## config.mk

```make
export PLATFORM = sky130hd
export DESIGN_NAME = amed_top
export DESIGN_NICKNAME = d
export VERILOG_FILES = /design/src/amed_pkg.sv /design/src/amed_axis.sv /design/src/amed_sig.sv /design/src/amed_top.sv
export SDC_FILE = /design/constraint.sdc
export NUM_CORES = 1
export LEC_CHECK = 0
export BUFFER_PORTS_ARGS = -buffer_cell sky130_fd_sc_hd__buf_4
export CORE_AREA = 2 2 174 176
export DETAILED_ROUTE_END_ITERATION = 6
export DIE_AREA = 0 0 176 178
export PLACE_DENSITY = 0.85
export SYNTH_ARGS = -nofsm -noshare
export SYNTH_HDL_FRONTEND = slang
export SYNTH_SLANG_ARGS = --single-unit
export TNS_END_PERCENT = 30
```

## constraint.sdc

```tcl
create_clock -name CLK -period 11.7 [get_ports CLK]
set_clock_uncertainty 0.2 [all_clocks]
set_input_delay 1.755 -clock CLK [delete_from_list [all_inputs] [get_ports CLK]]
set_output_delay 1.755 -clock CLK [all_outputs]
set_load 0.01 [all_outputs]
```

## src/amed_pkg.sv

```systemverilog
/*
  Shared constants and carrier types for the motion event detector.
  Assumes one 125 MHz clock and samples delivered synchronously with a one-cycle ready strobe.
*/
// How it works
// - Detectors evaluate once per accelerometer sample.
// - No motion events in synchronized sampling mode.
// - Slope is current sample minus previous sample.
// - Any-motion: slope above threshold for window.
// - Slope inside threshold band clears any-motion.
// - No-motion: slope below threshold for window.
// - Slope outside threshold band clears no-motion.
// - Detection sets flag, drives selected interrupt pin.
// - Second any-motion between wait and confirm.
// - No-motion detection clears significant-motion flag; a confirmation in the same sample wins.
// - Combine bit: zero OR, one AND.
// - Per-axis enables include or exclude axes.
// - Thresholds unsigned eight bits, LSB 1/32 g.
// - Windows eight bits; significant windows sixteen bits.
// - Mode byte holds combine bits and enables.
// - Engine enable bits, gated by accelerometer enable.
// - Routing bit selects first or second pin.
// - Status bits 7:5 report detected events.
package amed_pkg;
  localparam int ACC_W = 16;
  localparam int THR_W = 8;
  localparam int DUR_W = 8;
  localparam int SIG_W = 16;
  localparam int CAL_BYTES = 7;

  localparam logic [7:0] CMD_CONFIGURE_MOTION = 8'h0E;
  localparam logic [3:0] CMD_SET_FIRST = 4'h1;
  localparam logic [3:0] CMD_SET_SECOND = 4'h2;
  localparam int CMD_TAG_LSB = 4;

  localparam int MODE_STILL_COMB = 7;
  localparam int MODE_STILL_EN_LSB = 4;
  localparam int MODE_MOVE_COMB = 3;
  localparam int MODE_MOVE_EN_LSB = 0;

  localparam int ENG_MOVE = 1;
  localparam int ENG_STILL = 2;
  localparam int ENG_SIG = 3;
  localparam int ENG_ROUTE_FIRST = 6;

  localparam int STAT_MOVE = 5;
  localparam int STAT_STILL = 6;
  localparam int STAT_SIG = 7;

  localparam logic [7:0] MODE_RST = 8'h00;
  localparam logic [THR_W-1:0] THR_RST = 8'h00;
  localparam logic [DUR_W-1:0] DUR_RST = 8'h00;
  localparam logic [SIG_W-1:0] SIG_WIN_RST = 16'h0000;
  localparam logic [DUR_W-1:0] DUR_MAX = 8'hFF;
  localparam logic [SIG_W-1:0] SIG_MAX = 16'hFFFF;

  typedef struct packed {
    logic [2:0][ACC_W-1:0] acc;
  } amed_sample_t;

  typedef struct packed {
    logic [7:0] code;
    logic [7:0] tag;
    logic [CAL_BYTES-1:0][7:0] cal;
  } amed_cmd_t;
endpackage

```

## src/amed_axis.sv

```systemverilog
/*
  One accelerometer axis: slope and the two consecutive-sample window counters.
  Assumes the strobe marks a new sample on the acc input for exactly one cycle.
*/
`timescale 1ns/100ps
module amed_axis (
  input wire logic clk,
  input wire logic rstn,
  input wire logic sample_stb,
  input wire logic move_run,
  input wire logic still_run,
  input wire logic [amed_pkg::ACC_W-1:0] acc,
  input wire logic [amed_pkg::THR_W-1:0] move_thr,
  input wire logic [amed_pkg::THR_W-1:0] still_thr,
  input wire logic [amed_pkg::DUR_W-1:0] move_dur,
  input wire logic [amed_pkg::DUR_W-1:0] still_dur,
  output logic move_hit,
  output logic still_hit
);
  import amed_pkg::*;
  logic [ACC_W-1:0] prev_ff;
  logic have_ff;
  logic [DUR_W-1:0] move_cnt_ff, nxt_move_cnt;
  logic [DUR_W-1:0] still_cnt_ff, nxt_still_cnt;
  logic signed [ACC_W:0] slope;
  logic [ACC_W:0] mag;
  logic above, below;

  always_comb begin
    slope = $signed({acc[ACC_W-1], acc}) - $signed({prev_ff[ACC_W-1], prev_ff});
    mag = slope[ACC_W] ? $unsigned(-slope) : $unsigned(slope);
    above = have_ff && (mag > {{(ACC_W+1-THR_W){1'b0}}, move_thr});
    below = have_ff && (mag < {{(ACC_W+1-THR_W){1'b0}}, still_thr});
    nxt_move_cnt = !above ? DUR_RST : (move_cnt_ff == DUR_MAX ? DUR_MAX : move_cnt_ff + 8'h01);
    nxt_still_cnt = !below ? DUR_RST : (still_cnt_ff == DUR_MAX ? DUR_MAX : still_cnt_ff + 8'h01);
    move_hit = above && (nxt_move_cnt >= move_dur);
    still_hit = below && (nxt_still_cnt >= still_dur);
  end

  // The previous sample is tracked even with engines off so the first slope after enabling is real.
  always_ff @(posedge clk) begin
    if (!rstn) begin
      prev_ff <= 16'h0000;
      have_ff <= 1'b0;
    end else if (sample_stb) begin
      prev_ff <= acc;
      have_ff <= 1'b1;
    end
  end

  always_ff @(posedge clk) begin
    if (!rstn || !move_run) begin
      move_cnt_ff <= DUR_RST;
    end else if (sample_stb) begin
      move_cnt_ff <= nxt_move_cnt;
    end
  end

  always_ff @(posedge clk) begin
    if (!rstn || !still_run) begin
      still_cnt_ff <= DUR_RST;
    end else if (sample_stb) begin
      still_cnt_ff <= nxt_still_cnt;
    end
  end

  AST_RUN_RESTART: assert property (@(posedge clk) disable iff (!rstn)
    sample_stb && move_run && !above |=> move_cnt_ff == DUR_RST)
    else $error("Any-motion run counter did not restart.");
endmodule

```

## src/amed_sig.sv

```systemverilog
/*
  Significant-motion sequencer counting samples from a first any-motion event.
  Assumes move_rise and still_det are qualified by the sample strobe.
*/
`timescale 1ns/100ps
module amed_sig (
  input wire logic clk,
  input wire logic rstn,
  input wire logic sample_stb,
  input wire logic run,
  input wire logic move_rise,
  input wire logic still_det,
  input wire logic [amed_pkg::SIG_W-1:0] wait_win,
  input wire logic [amed_pkg::SIG_W-1:0] confirm_win,
  output logic sig_flag
);
  import amed_pkg::*;
  typedef enum logic [0:0] {
    AMED_SIG_IDLE = 1'b0,
    AMED_SIG_ARMED = 1'b1
  } amed_sig_state_t;

  amed_sig_state_t state_ff;
  logic [SIG_W-1:0] cnt_ff, nxt_cnt;
  logic confirm, expire;

  always_comb begin
    nxt_cnt = (cnt_ff == SIG_MAX) ? SIG_MAX : cnt_ff + 16'h0001;
    confirm = (state_ff == AMED_SIG_ARMED) && move_rise && (nxt_cnt > wait_win) && (nxt_cnt <= confirm_win);
    expire = nxt_cnt >= confirm_win;
  end

  always_ff @(posedge clk) begin
    if (!rstn || !run) begin
      state_ff <= AMED_SIG_IDLE;
      cnt_ff <= SIG_WIN_RST;
    end else if (sample_stb) begin
      case (state_ff)
        AMED_SIG_IDLE: begin
          if (move_rise) begin
            state_ff <= AMED_SIG_ARMED;
            cnt_ff <= SIG_WIN_RST;
          end
        end
        AMED_SIG_ARMED: begin
          cnt_ff <= nxt_cnt;
          if (confirm || expire) begin
            state_ff <= AMED_SIG_IDLE;
          end
        end
        default: begin
          state_ff <= AMED_SIG_IDLE;
        end
      endcase
    end
  end

  // A confirmation in the same sample as a no-motion detection keeps the flag set.
  always_ff @(posedge clk) begin
    if (!rstn || !run) begin
      sig_flag <= 1'b0;
    end else if (sample_stb && confirm) begin
      sig_flag <= 1'b1;
    end else if (sample_stb && still_det) begin
      sig_flag <= 1'b0;
    end
  end

  AST_SIG_CLEAR: assert property (@(posedge clk) disable iff (!rstn)
    sample_stb && still_det && !confirm |=> !sig_flag)
    else $error("Significant-motion flag survived a no-motion detection.");

  AST_SIG_EARLY: assert property (@(posedge clk) disable iff (!rstn)
    sample_stb && run && !sig_flag && state_ff == AMED_SIG_ARMED && nxt_cnt <= wait_win |=> !sig_flag)
    else $error("Significant motion raised inside the wait window.");
endmodule

```

## src/amed_top.sv

```systemverilog
/*
  Motion event detector: configuration command intake, three axis slope units,
  axis combining, event flags, status byte and interrupt pin routing.
  Assumes samples, command strobe and control levels are synchronous to CLK.
*/
`timescale 1ns/100ps
module amed_top (
  input wire logic CLK,
  input wire logic RSTN,
  input wire logic SAMPLE_READY_STROBE,
  input wire amed_pkg::amed_sample_t SAMPLE,
  input wire logic ACCEL_ON,
  input wire logic FREE_RUNNING_SAMPLING,
  input wire logic [7:0] ENGINE_ENABLE_REG,
  input wire logic CMD_VALID,
  input wire amed_pkg::amed_cmd_t CMD,
  output logic [7:0] MOTION_AXIS_SELECT_BYTE,
  output logic [7:0] EVENT_STATUS_REG,
  output logic IRQ_PIN_FIRST,
  output logic IRQ_PIN_SECOND
);
  import amed_pkg::*;

  logic [7:0] mode_ff;
  logic [2:0][THR_W-1:0] move_thr_ff, still_thr_ff;
  logic [DUR_W-1:0] move_dur_ff, still_dur_ff;
  logic [SIG_W-1:0] wait_ff, confirm_ff;
  logic take_first, take_second;

  logic active, run_move, run_still, run_sig, route_first;
  logic [2:0] move_en, still_en, move_hit, still_hit;
  logic move_and, still_and;
  logic move_det, still_det, move_rise;
  logic move_ff, still_ff, sig_flag;
  logic stb_d_ff;
  logic motion_evt;
  logic [7:0] status_ff;
  logic irq_first_ff, irq_second_ff;

  // Decode of the two-part parameter load.
  always_comb begin
    take_first = CMD_VALID && CMD.code == CMD_CONFIGURE_MOTION &&
      CMD.tag[7:CMD_TAG_LSB] == CMD_SET_FIRST;
    take_second = CMD_VALID && CMD.code == CMD_CONFIGURE_MOTION &&
      CMD.tag[7:CMD_TAG_LSB] == CMD_SET_SECOND;
  end

  // First set: thresholds in bytes 0..5, mode byte in byte 6.
  always_ff @(posedge CLK) begin
    if (!RSTN) begin
      move_thr_ff <= {3{THR_RST}};
      still_thr_ff <= {3{THR_RST}};
      mode_ff <= MODE_RST;
    end else if (take_first) begin
      move_thr_ff <= {CMD.cal[2], CMD.cal[1], CMD.cal[0]};
      still_thr_ff <= {CMD.cal[5], CMD.cal[4], CMD.cal[3]};
      mode_ff <= CMD.cal[6];
    end
  end

  // Second set: the two short windows then the two 16-bit windows, low byte first.
  always_ff @(posedge CLK) begin
    if (!RSTN) begin
      move_dur_ff <= DUR_RST;
      still_dur_ff <= DUR_RST;
      wait_ff <= SIG_WIN_RST;
      confirm_ff <= SIG_WIN_RST;
    end else if (take_second) begin
      move_dur_ff <= CMD.cal[0];
      still_dur_ff <= CMD.cal[1];
      wait_ff <= {CMD.cal[3], CMD.cal[2]};
      confirm_ff <= {CMD.cal[5], CMD.cal[4]};
    end
  end

  assign MOTION_AXIS_SELECT_BYTE = mode_ff;

  // Engines run only with the accelerometer on and outside synchronized sampling.
  always_comb begin
    active = ACCEL_ON && FREE_RUNNING_SAMPLING;
    run_move = active && ENGINE_ENABLE_REG[ENG_MOVE];
    run_still = active && ENGINE_ENABLE_REG[ENG_STILL];
    // Significant motion leans on both other engines; keeping them enabled is left to the host.
    run_sig = active && ENGINE_ENABLE_REG[ENG_SIG];
    route_first = ENGINE_ENABLE_REG[ENG_ROUTE_FIRST];
    move_en = mode_ff[MODE_MOVE_EN_LSB +: 3];
    still_en = mode_ff[MODE_STILL_EN_LSB +: 3];
    move_and = mode_ff[MODE_MOVE_COMB];
    still_and = mode_ff[MODE_STILL_COMB];
  end

  genvar ax;
  generate
    for (ax = 0; ax < 3; ax++) begin : g_axis
      amed_axis u_axis (
        .clk(CLK),
        .rstn(RSTN),
        .sample_stb(SAMPLE_READY_STROBE),
        .move_run(run_move && move_en[ax]),
        .still_run(run_still && still_en[ax]),
        .acc(SAMPLE.acc[ax]),
        .move_thr(move_thr_ff[ax]),
        .still_thr(still_thr_ff[ax]),
        .move_dur(move_dur_ff),
        .still_dur(still_dur_ff),
        .move_hit(move_hit[ax]),
        .still_hit(still_hit[ax])
      );
    end
  endgenerate

  // An axis set with nothing enabled never reports an event.
  function automatic logic amed_combine(input logic [2:0] hit, input logic [2:0] en, input logic all_mode);
    logic res;
    res = 1'b0;
    if (en != 3'b000) begin
      res = all_mode ? &(hit | ~en) : |(hit & en);
    end
    return res;
  endfunction

  always_comb begin
    move_det = run_move && amed_combine(move_hit, move_en, move_and);
    still_det = run_still && amed_combine(still_hit, still_en, still_and);
    move_rise = SAMPLE_READY_STROBE && move_det && !move_ff;
  end

  // Flags follow the detectors once per sample; a failing sample drops them.
  always_ff @(posedge CLK) begin
    if (!RSTN || !run_move) begin
      move_ff <= 1'b0;
    end else if (SAMPLE_READY_STROBE) begin
      move_ff <= move_det;
    end
  end

  always_ff @(posedge CLK) begin
    if (!RSTN || !run_still) begin
      still_ff <= 1'b0;
    end else if (SAMPLE_READY_STROBE) begin
      still_ff <= still_det;
    end
  end

  amed_sig u_sig (
    .clk(CLK),
    .rstn(RSTN),
    .sample_stb(SAMPLE_READY_STROBE),
    .run(run_sig),
    .move_rise(move_rise),
    .still_det(SAMPLE_READY_STROBE && still_det),
    .wait_win(wait_ff),
    .confirm_win(confirm_ff),
    .sig_flag(sig_flag)
  );

  always_ff @(posedge CLK) begin
    if (!RSTN) begin
      stb_d_ff <= 1'b0;
    end else begin
      stb_d_ff <= SAMPLE_READY_STROBE;
    end
  end

  assign motion_evt = move_ff || still_ff || sig_flag;

  // Pins and status move together, one cycle after each sample's flags settle.
  always_ff @(posedge CLK) begin
    if (!RSTN) begin
      status_ff <= 8'h00;
    end else if (stb_d_ff) begin
      status_ff <= 8'h00;
      status_ff[STAT_MOVE] <= move_ff;
      status_ff[STAT_STILL] <= still_ff;
      status_ff[STAT_SIG] <= sig_flag;
    end
  end

  always_ff @(posedge CLK) begin
    if (!RSTN) begin
      irq_first_ff <= 1'b0;
      irq_second_ff <= 1'b0;
    end else if (stb_d_ff) begin
      irq_first_ff <= motion_evt && route_first;
      irq_second_ff <= motion_evt && !route_first;
    end
  end

  assign EVENT_STATUS_REG = status_ff;
  assign IRQ_PIN_FIRST = irq_first_ff;
  assign IRQ_PIN_SECOND = irq_second_ff;

  AST_SYNC_QUIET: assert property (@(posedge CLK) disable iff (!RSTN)
    !FREE_RUNNING_SAMPLING |=> !move_ff && !still_ff && !sig_flag)
    else $error("Motion flag set while in synchronized sampling.");

  AST_ENGINE_OFF: assert property (@(posedge CLK) disable iff (!RSTN)
    !ENGINE_ENABLE_REG[ENG_MOVE] |=> !move_ff)
    else $error("Any-motion flag set with its engine disabled.");

  AST_SAMPLE_PACED: assert property (@(posedge CLK) disable iff (!RSTN)
    !SAMPLE_READY_STROBE && run_move |=> move_ff == $past(move_ff))
    else $error("Any-motion flag changed between samples.");

  AST_AND_MODE: assert property (@(posedge CLK) disable iff (!RSTN)
    SAMPLE_READY_STROBE && move_and && (move_hit | ~move_en) != 3'h7 |=> !move_ff)
    else $error("AND combining raised any-motion without all axes.");

  AST_OR_MODE: assert property (@(posedge CLK) disable iff (!RSTN)
    SAMPLE_READY_STROBE && run_move && !move_and && |(move_hit & move_en) |=> move_ff)
    else $error("OR combining missed an axis event.");

  AST_NO_AXIS: assert property (@(posedge CLK) disable iff (!RSTN)
    SAMPLE_READY_STROBE && still_en == 3'b000 |=> !still_ff)
    else $error("No-motion raised with no axis enabled.");

  AST_MODE_LOAD: assert property (@(posedge CLK) disable iff (!RSTN)
    take_first |=> mode_ff == $past(CMD.cal[6]))
    else $error("Mode byte not taken from the first parameter set.");

  AST_STATUS_SYNC: assert property (@(posedge CLK) disable iff (!RSTN)
    stb_d_ff |=> EVENT_STATUS_REG[STAT_MOVE] == $past(move_ff) && EVENT_STATUS_REG[STAT_SIG] == $past(sig_flag))
    else $error("Status bits did not follow the flags.");

  AST_ROUTE: assert property (@(posedge CLK) disable iff (!RSTN)
    stb_d_ff && motion_evt |=> (IRQ_PIN_FIRST == $past(route_first)) && (IRQ_PIN_SECOND != $past(route_first)))
    else $error("Motion event routed to the wrong pin.");

  AST_STILL_OFF: assert property (@(posedge CLK) disable iff (!RSTN)
    !ENGINE_ENABLE_REG[ENG_STILL] |=> !still_ff)
    else $error("No-motion flag set with its engine disabled.");

  AST_SIG_OFF: assert property (@(posedge CLK) disable iff (!RSTN)
    !ENGINE_ENABLE_REG[ENG_SIG] |=> !sig_flag)
    else $error("Significant-motion flag set with its engine disabled.");

  AST_ACCEL_OFF: assert property (@(posedge CLK) disable iff (!RSTN)
    !ACCEL_ON |=> !move_ff && !still_ff && !sig_flag)
    else $error("Motion flag set with the accelerometer off.");

  AST_STILL_PACED: assert property (@(posedge CLK) disable iff (!RSTN)
    !SAMPLE_READY_STROBE && run_still |=> still_ff == $past(still_ff))
    else $error("No-motion flag changed between samples.");

  AST_STILL_AND: assert property (@(posedge CLK) disable iff (!RSTN)
    SAMPLE_READY_STROBE && still_and && (still_hit | ~still_en) != 3'h7 |=> !still_ff)
    else $error("AND combining raised no-motion without all axes.");

  AST_STILL_OR: assert property (@(posedge CLK) disable iff (!RSTN)
    SAMPLE_READY_STROBE && run_still && !still_and && |(still_hit & still_en) |=> still_ff)
    else $error("OR combining missed a no-motion axis event.");

  AST_MOVE_NO_AXIS: assert property (@(posedge CLK) disable iff (!RSTN)
    SAMPLE_READY_STROBE && move_en == 3'h0 |=> !move_ff)
    else $error("Any-motion raised with no axis enabled.");

  AST_MOVE_DROP: assert property (@(posedge CLK) disable iff (!RSTN)
    SAMPLE_READY_STROBE && (move_hit & move_en) == 3'h0 |=> !move_ff)
    else $error("Any-motion flag kept with no axis above threshold.");

  AST_STILL_DROP: assert property (@(posedge CLK) disable iff (!RSTN)
    SAMPLE_READY_STROBE && (still_hit & still_en) == 3'h0 |=> !still_ff)
    else $error("No-motion flag kept with no axis below threshold.");

  AST_MOVE_RISE: assert property (@(posedge CLK) disable iff (!RSTN)
    move_rise |=> move_ff)
    else $error("Any-motion detection did not set its flag.");

  AST_THR_LOAD: assert property (@(posedge CLK) disable iff (!RSTN)
    take_first |=> move_thr_ff[0] == $past(CMD.cal[0]) && still_thr_ff[2] == $past(CMD.cal[5]))
    else $error("Thresholds not taken from the first parameter set.");

  AST_WIN_LOAD: assert property (@(posedge CLK) disable iff (!RSTN)
    take_second |=> move_dur_ff == $past(CMD.cal[0]) && still_dur_ff == $past(CMD.cal[1]))
    else $error("Short windows not taken from the second parameter set.");

  AST_WAIT_LOAD: assert property (@(posedge CLK) disable iff (!RSTN)
    take_second |=> wait_ff[15:8] == $past(CMD.cal[3]) && wait_ff[7:0] == $past(CMD.cal[2]))
    else $error("Wait window not taken from the second parameter set.");

  AST_CONFIRM_LOAD: assert property (@(posedge CLK) disable iff (!RSTN)
    take_second |=> confirm_ff[15:8] == $past(CMD.cal[5]) && confirm_ff[7:0] == $past(CMD.cal[4]))
    else $error("Confirm window not taken from the second parameter set.");

  AST_MODE_HOLD: assert property (@(posedge CLK) disable iff (!RSTN)
    !take_first |=> mode_ff == $past(mode_ff))
    else $error("Mode byte changed without a first parameter set.");

  AST_STATUS_HOLD: assert property (@(posedge CLK) disable iff (!RSTN)
    !stb_d_ff |=> EVENT_STATUS_REG == $past(EVENT_STATUS_REG))
    else $error("Status byte changed between sample updates.");

  AST_STILL_STATUS: assert property (@(posedge CLK) disable iff (!RSTN)
    stb_d_ff |=> EVENT_STATUS_REG[STAT_STILL] == $past(still_ff))
    else $error("No-motion status bit did not follow its flag.");

  AST_PIN_HOLD: assert property (@(posedge CLK) disable iff (!RSTN)
    !stb_d_ff |=> IRQ_PIN_FIRST == $past(IRQ_PIN_FIRST) && IRQ_PIN_SECOND == $past(IRQ_PIN_SECOND))
    else $error("Interrupt pin changed between sample updates.");

  AST_PIN_IDLE: assert property (@(posedge CLK) disable iff (!RSTN)
    stb_d_ff && !motion_evt |=> !IRQ_PIN_FIRST && !IRQ_PIN_SECOND)
    else $error("Interrupt pin high with no motion event.");

  AST_PIN_EXCL: assert property (@(posedge CLK) disable iff (!RSTN)
    IRQ_PIN_FIRST |-> !IRQ_PIN_SECOND)
    else $error("Motion event drove both interrupt pins.");

  AST_SIG_NEEDS_MOVE: assert property (@(posedge CLK) disable iff (!RSTN)
    !move_rise && !sig_flag |=> !sig_flag)
    else $error("Significant motion raised without a further any-motion.");

  AST_SIG_STILL_CLEAR: assert property (@(posedge CLK) disable iff (!RSTN)
    SAMPLE_READY_STROBE && still_det && !move_rise |=> !sig_flag)
    else $error("Significant-motion flag kept after a no-motion detection.");
endmodule

```

**Word level (Yosys, flattened, before mapping)**

Index checks and enable logic that the tools add are counted.
W data, S select, Z words.

- Bits in registers: 227
- Logic and storage cells: 172
- Output and inout bits: 18
- Bits of input ports: 134

- Reduce and logical (&&, ||, !) cells: 69
- Bitwise logic cells: 7
- Muxes and demuxes: 27
- Equality and inequality tests: 11
- Add/sub/neg operators: 13
- Magnitude comparators: 15

Operators by type and width:

| kind | number |
|---|---|
| $mux W8 | 12 |
| $gt A17 B8 Y1 | 3 |
| $lt A17 B8 Y1 | 3 |
| $mux W17 | 3 |
| $neg A17 Y17 | 3 |
| $sub A16 B16 Y17 | 3 |
| $add A8 B1 Y8 const B | 6 |
| $eq A8 B8 Y1 const B | 6 |
| $ge A8 B8 Y1 | 6 |
| $logic_and A1 B1 Y1 | 37 |
| $mux W16 | 2 |
| $pmux W16 S2 | 1 |
| $add A16 B1 Y16 const B | 1 |
| $eq A16 B16 Y1 const B | 1 |
| $ge A16 B16 Y1 | 1 |
| $gt A16 B16 Y1 | 1 |
| $le A16 B16 Y1 | 1 |
| $logic_not A1 Y1 | 12 |
| $logic_or A1 B1 Y1 | 12 |
| $eq A8 B4 Y1 const B | 1 |
| $mux W1 | 8 |
| $and A3 B3 Y3 | 2 |
| $not A3 Y3 | 2 |
| $or A3 B3 Y3 | 2 |
| other kinds (10) | 13 |

**Depth between registers and ports, before layout**

- Depth after elaboration: 21
- Depth in mapped cells: 38

**Modules after synthesis**

A second synthesis with hierarchy kept.

- Cells, all modules: 2296
- Area total of the unflattened synthesis: 18337.6 um2

By module, submodules not included:

| module | times used | cells an instance | area an instance (um2) |
|---|---|---|---|
| amed_axis at g_axis[0].u_axis ... | 2 | 523 | 3951.3 |
| amed_top | 1 | 465 | 4503.1 |
| amed_axis at g_axis[1].u_axis | 1 | 523 | 3963.8 |
| amed_sig | 1 | 262 | 1968.1 |

**Worst setup path after synthesis**

OpenSTA, ideal clock, no wires.

- Kind: input to register
- Start: input port SAMPLE[0] (netlist name)
- End: register u_sig.state_ff
- Arrival time: 8.161 ns
- Required time: 11.380 ns
- Stages on the path: 36
- Path slack: 3.220 ns
- Path through: inv_1 -> ha_1 -> fa_1 -> nand2b_1 -> a21o_1 -> a31oi_1 -> o21a_1 -> clkbuf_1 -> nor2_1 -> a21oi_1 -> ha_1 -> nor2b_1 -> o21a_1 -> o21a_1 -> o21a_1 -> o21a_1 -> o21ai_0 -> a21o_1 -> nand3_1 -> o31ai_1 -> a21oi_1 -> inv_1 -> ha_1 -> nand2b_1 -> a21o_1 -> a21o_1 -> a21o_1 -> a21o_1 -> a21o_1 -> a21o_1 -> a21o_1 -> o311ai_0 -> nor3b_1 -> o311ai_2 -> nor2_2 -> a211o_1

- Longest elaborated chain between the ends: 21
- Elaborated cells between the ends (all ways): 24
- Classes of those cells: add/sub (2); order compare (2); mux (7); bitwise (2); reduce/logical (11)

RTL lines:

| item | line | source |
|---|---|---|
| start, declared | amed_top.sv:11 | `input wire amed_pkg::amed_sample_t SAMPLE,` |
| $sub A16 B16 Y17 (*) | amed_axis.sv:30 | `slope = $signed({acc[ACC_W-1], acc}) - $signed({prev_ff[ACC_W-1], prev_ff});` |
| $neg A17 Y17 | amed_axis.sv:31 | `mag = slope[ACC_W] ? $unsigned(-slope) : $unsigned(slope);` |
| $mux W17 (*) | amed_axis.sv:31 |  |
| $gt A17 B8 Y1 (*) | amed_axis.sv:32 | `above = have_ff && (mag > {{(ACC_W+1-THR_W){1'b0}}, move_thr});` |
| $logic_and A1 B1 Y1 (*) | amed_axis.sv:32 |  |
| $mux W8 | amed_axis.sv:34 | `nxt_move_cnt = !above ? DUR_RST : (move_cnt_ff == DUR_MAX ? DUR_MAX : move_cnt_ff + 8'h01);` |
| $ge A8 B8 Y1 | amed_axis.sv:36 | `move_hit = above && (nxt_move_cnt >= move_dur);` |
| $logic_and A1 B1 Y1 (*) | amed_axis.sv:36 |  |
| [2 not listed] | -- |  |
| $mux W1 (*) | amed_top.sv:117 | `res = all_mode ? &(hit \| ~en) : \|(hit & en);` |
| $mux W1 (*) | amed_top.sv:116 | `if (en != 3'b000) begin` |
| $logic_and A1 B1 Y1 (*) | amed_top.sv:123 | `move_det = run_move && amed_combine(move_hit, move_en, move_and);` |
| $logic_and A1 B1 Y1 (*) (2 in a row) | amed_top.sv:125 | `move_rise = SAMPLE_READY_STROBE && move_det && !move_ff;` |
| $logic_and A1 B1 Y1 (3 in a row) | amed_sig.sv:29 | `confirm = (state_ff == AMED_SIG_ARMED) && move_rise && (nxt_cnt > wait_win) && (nxt_cnt <= confirm_win);` |
| $logic_or A1 B1 Y1 | amed_sig.sv:47 | `if (confirm \|\| expire) begin` |
| $mux W1 | amed_sig.sv:47 |  |
| $pmux W1 S2 (*) | amed_sig.sv:38 | `case (state_ff)` |
| end signal, assigned | amed_sig.sv:41 | `state_ff <= AMED_SIG_ARMED;` |
| end signal, assigned | amed_sig.sv:48 | `state_ff <= AMED_SIG_IDLE;` |
| end signal, assigned | amed_sig.sv:52 | `state_ff <= AMED_SIG_IDLE;` |
| end, declared | amed_sig.sv:23 | `amed_sig_state_t state_ff;` |

Mark *: on every way between the ends. The rest lies on a longest branch, timed or not.
A chain may end at the register's enable or synchronous reset.

**Final worst setup path**

- Start: input port SAMPLE[32] (netlist name)
- End: register u_sig.state_ff

- Longest elaborated chain between the ends: 21
- Elaborated cells between the ends (all ways): 24
- Classes of those cells: add/sub (2); order compare (2); mux (7); bitwise (2); reduce/logical (11)

RTL lines:

| item | line | source |
|---|---|---|
| $sub A16 B16 Y17 (*) | amed_axis.sv:30 |  |
| $neg A17 Y17 | amed_axis.sv:31 |  |
| $mux W17 (*) | amed_axis.sv:31 |  |
| $gt A17 B8 Y1 (*) | amed_axis.sv:32 |  |
| $logic_and A1 B1 Y1 (*) | amed_axis.sv:32 |  |
| $mux W8 (*) | amed_axis.sv:34 |  |
| net g_axis[2].u_axis.nxt_move_cnt[1] | amed_axis.sv:23 | `logic [DUR_W-1:0] move_cnt_ff, nxt_move_cnt;` |
| $ge A8 B8 Y1 (*) | amed_axis.sv:36 |  |
| [3 not listed] | -- |  |
| $mux W1 (*) | amed_top.sv:117 |  |
| $mux W1 (*) | amed_top.sv:116 |  |
| $logic_and A1 B1 Y1 (*) | amed_top.sv:123 |  |
| $logic_and A1 B1 Y1 (*) (2 in a row) | amed_top.sv:125 |  |
| $logic_and A1 B1 Y1 (3 in a row) | amed_sig.sv:29 |  |
| $logic_or A1 B1 Y1 | amed_sig.sv:47 |  |
| $mux W1 | amed_sig.sv:47 |  |
| $pmux W1 S2 (*) | amed_sig.sv:38 |  |

Mark *: on every way through the listed nets, which the timed path passes. The rest lies on a longest branch.

==> results by group <==
Clock tree
  – Insertion delay to the later sink of the worst-skew pair: 0.55 ns
  – Setup Fix Bufs, Post-CTS: 0
  – Post-CTS Hold Buffers: 0
  – PostCTS Resize Cnt: 0
  – Clk buf depth: 3
  – H-tree depth: 1
  – Worst-path clk slew: 0.06 ns
  – Clock sink count: 227
  – CTS Root Cell: clkbuf_16
  – CTS tree: yes
  – TritonCTS Buffers: 27

Timing
  – Worst hold margin: ~0.26 ns
  – Final Slew Violations: 0
  – Slew at the pin closest to its max-slew limit: about 1.3 ns
  – Final hold violation count: 0
  – Max Freq: 109 MHz
  – Final Cycle Share: 0.781
  – Sum Neg Setup Slack: 0 ns
  – Rel. slew slack: 0.156
  – # setup viols final: 0
  – Final WS setup: ~2.6 ns
  – Unrepaired setup endpoints after global routing: no
  – Crit path time final: 9.13 ns

Place
  – IO Port Bufs: approximately 140
  – Pre-CTS setup slack: about 2.2 ns
  – Gpl congestion: 0.923
  – Dpl hpwl: 33300 um
  – Placed cells: 2673
  – Placed cell area: 18600 um2

Logic synthesis
  – Syn. warnings: 0
  – Top_reg_cell synth: dfxtp_1
  – Area leader, netlist: dfxtp_1
  – Mean Syn Cell Area: 7.78 um2
  – Post-Synthesis Cells: 2236
  – Most frequent cell after synthesis: nand2_1
  – Synthesis-stage register bit count: 227
  – Synthesized area: 17400 um2
  – Top cells by count, synth: nand2_1, dfxtp_1, ha_1, inv_1, a21oi_1
  – Register area share after synthesis: 0.261
  – Netlist cell types: 90
  – Async SR Flop Fraction: 0
  – Post-synth EDFFs: 0
  – Post-synth top area share: 0.261
  – Synth area leaders: dfxtp_1, ha_1, nand2_1

Cells and area
  – Area Growth Syn to Fin: 12.1%
  – Final std cells w/o fill: 2721
  – Antenna Cells: 0
  – Fill cells: 2369
  – Final Cell Area: just under 20000 um2
  – Nets: 2632
  – Post-layout util: 0.663
  – Share of cells above drive strength 1: 0.100

Route
  – Avg WL per Cell: 16.3 um
  – Routed Antenna Nets: 0
  – Final WL: 44300 um
  – Vias: around 16k
  – Vias/cell: between 5 and 6
  – DRT iter0 DRCs: around 1.2k
  – Remaining DRCs: 0
  – Drt pass-1 iters: 5

Worst setup path
  – Slowest CP cell: o311ai_2
  – Reg2reg setup slack: 3.60 ns
  – Critical Path Source: SAMPLE[32]
  – Slowest stage delay, CP: 0.51 ns
  – Worst EP required: 11.93 ns
  – Setup crit end kind: register
  – Setup Crit Path Kind: input port to register
  – Crit path buf inv count: 4
  – CP max FO: 18
  – CP delay by family, top: compound AO/OA/AOI/OAI gates
  – Worst r2r src: g_axis[2].u_axis.prev_ff[0]
  – Startpoint Class: input port
  – WP data arrival: 9.36 ns

Power
  – Peak VDD IR: between 0.1 and 0.15 mV
  – Leakage power: approximately 7.5 nW
  – Pwr Total: approximately 2.2 mW
  – PD cells: ~110 nW/um2

Status
  – Status: completed

Run
  – Max Cap Viol: 0

Min path
  – Hold Crit Start: confirm_ff[12]
  – Worst min path class: register to register

Global routing
  – Largest net degree at the start of global routing: 91
  – Vias in the first global route: 15.2k
  – Gr ovfl total: 0
  – Antenna violations before repair: 0
  – Global-route wire length before repair: 72000 um
  – Total global-route track usage: 0.275

Die
  – Core Rows: 63
  – Die area: 31300 um2
  – Initial Util: 0.592
  – Ports: 152
  – DIE HEIGHT: 178 um
  – Core area: 29400 um2
  – Die extent in x: 176 um
-- state kept, by name, summed over array words and instances, names as in the netlist --
| register | flops |
|---|---|
| g_axis.u_axis.still_cnt_ff | 24 |
| g_axis.u_axis.have_ff | 1 |
| u_sig.cnt_ff | 16 |
| g_axis.u_axis.move_cnt_ff | 24 |
| move_ff | 1 |
| g_axis.u_axis.prev_ff | 48 |
| IRQ_PIN_SECOND | 1 |
| move_dur_ff | 8 |
| confirm_ff | 16 |
| MOTION_AXIS_SELECT_BYTE | 8 |
| IRQ_PIN_FIRST | 1 |
| move_thr_ff | 24 |
| still_thr_ff | 24 |
| u_sig.sig_flag | 1 |
| still_ff | 1 |
| u_sig.state_ff | 1 |
| still_dur_ff | 8 |
| EVENT_STATUS_REG | 3 |
| wait_ff | 16 |
| stb_d_ff | 1 |
-- layout by cell type, fill, tap and decap left out, drive strengths merged, types with 7 or more instances in the layout --
| cell | n |
|---|---|
| buf | 145 |
| mux2i | 96 |
| a21o | 43 |
| clkinv | 9 |
| nor2b | 78 |
| ha | 183 |
| a31o | 10 |
| o311ai | 8 |
| a211oi | 27 |
| a21oi | 130 |
| o211a | 7 |
| nor3 | 27 |
| o211ai | 14 |
| a21boi | 112 |
| nand3 | 63 |
| xor2 | 31 |
| inv | 169 |
| or2 | 9 |
| nand2 | 336 |
| and2 | 16 |
| and3 | 28 |
| o21ai | 93 |
| nand4 | 24 |
| o31ai | 11 |
| a22oi | 18 |
| nor3b | 7 |
| nor2 | 129 |
| xnor2 | 44 |
| a31oi | 20 |
| o21a | 15 |
| clkbuf | 32 |
| or3 | 12 |
| dfxtp | 227 |
| o2111ai | 10 |
| nand2b | 35 |
-- worst min-delay path, stage by stage (launching register included) --
cell	delay [ns]
dfxtp_1	0.31
nand2_1	0.05
a21boi_0	0.06
-- cell type report --
cell class / instances / area (um2) / share of cell area
clock inverters: 16 / 189 / 0.00969
multi-input cells: 1743 / 11800 / 0.607
well taps: 390 / 488 / 0.0250
inverters: 168 / 631 / 0.0324
flip-flops and latches: 227 / 4540 / 0.233
repair buffers: 145 / 1090 / 0.0559
clock buffers: 32 / 724 / 0.0372
-- layer usage --
layer / part of all wire / GRT usage / vias to the layer above
met5: 0 / 0 / -
met4: 0.029 / 0.0930 / 0
met3: 0.047 / 0.0294 / 88
met2: 0.48 / 0.487 / 421
met1: 0.44 / 0.349 / 7640
li1: - / - / 8029
-- worst paths after layout --
path,to,cells past startpoint
min,confirm_ff[12],2
max reg2reg,u_sig.state_ff,34
min reg2reg,confirm_ff[12],2
max,u_sig.state_ff,36
-- report_power, final --
group | switching, mW | internal (mW)
Combinational | 0.332 | 0.238
Clock | 0.337 | 0.528
Sequential | 0.00590 | 0.783
Total | 0.675 | 1.55
-- cell families after synthesis --
family	share of synthesized area
compound gates	0.231
xor+xnor	0.0378
fa+ha+maj	0.135
buf+inv	0.0603
flops	0.261
mux	0.0565
other cells	0.000216
simple gates	0.217
(Power assumes the default switching activity.)
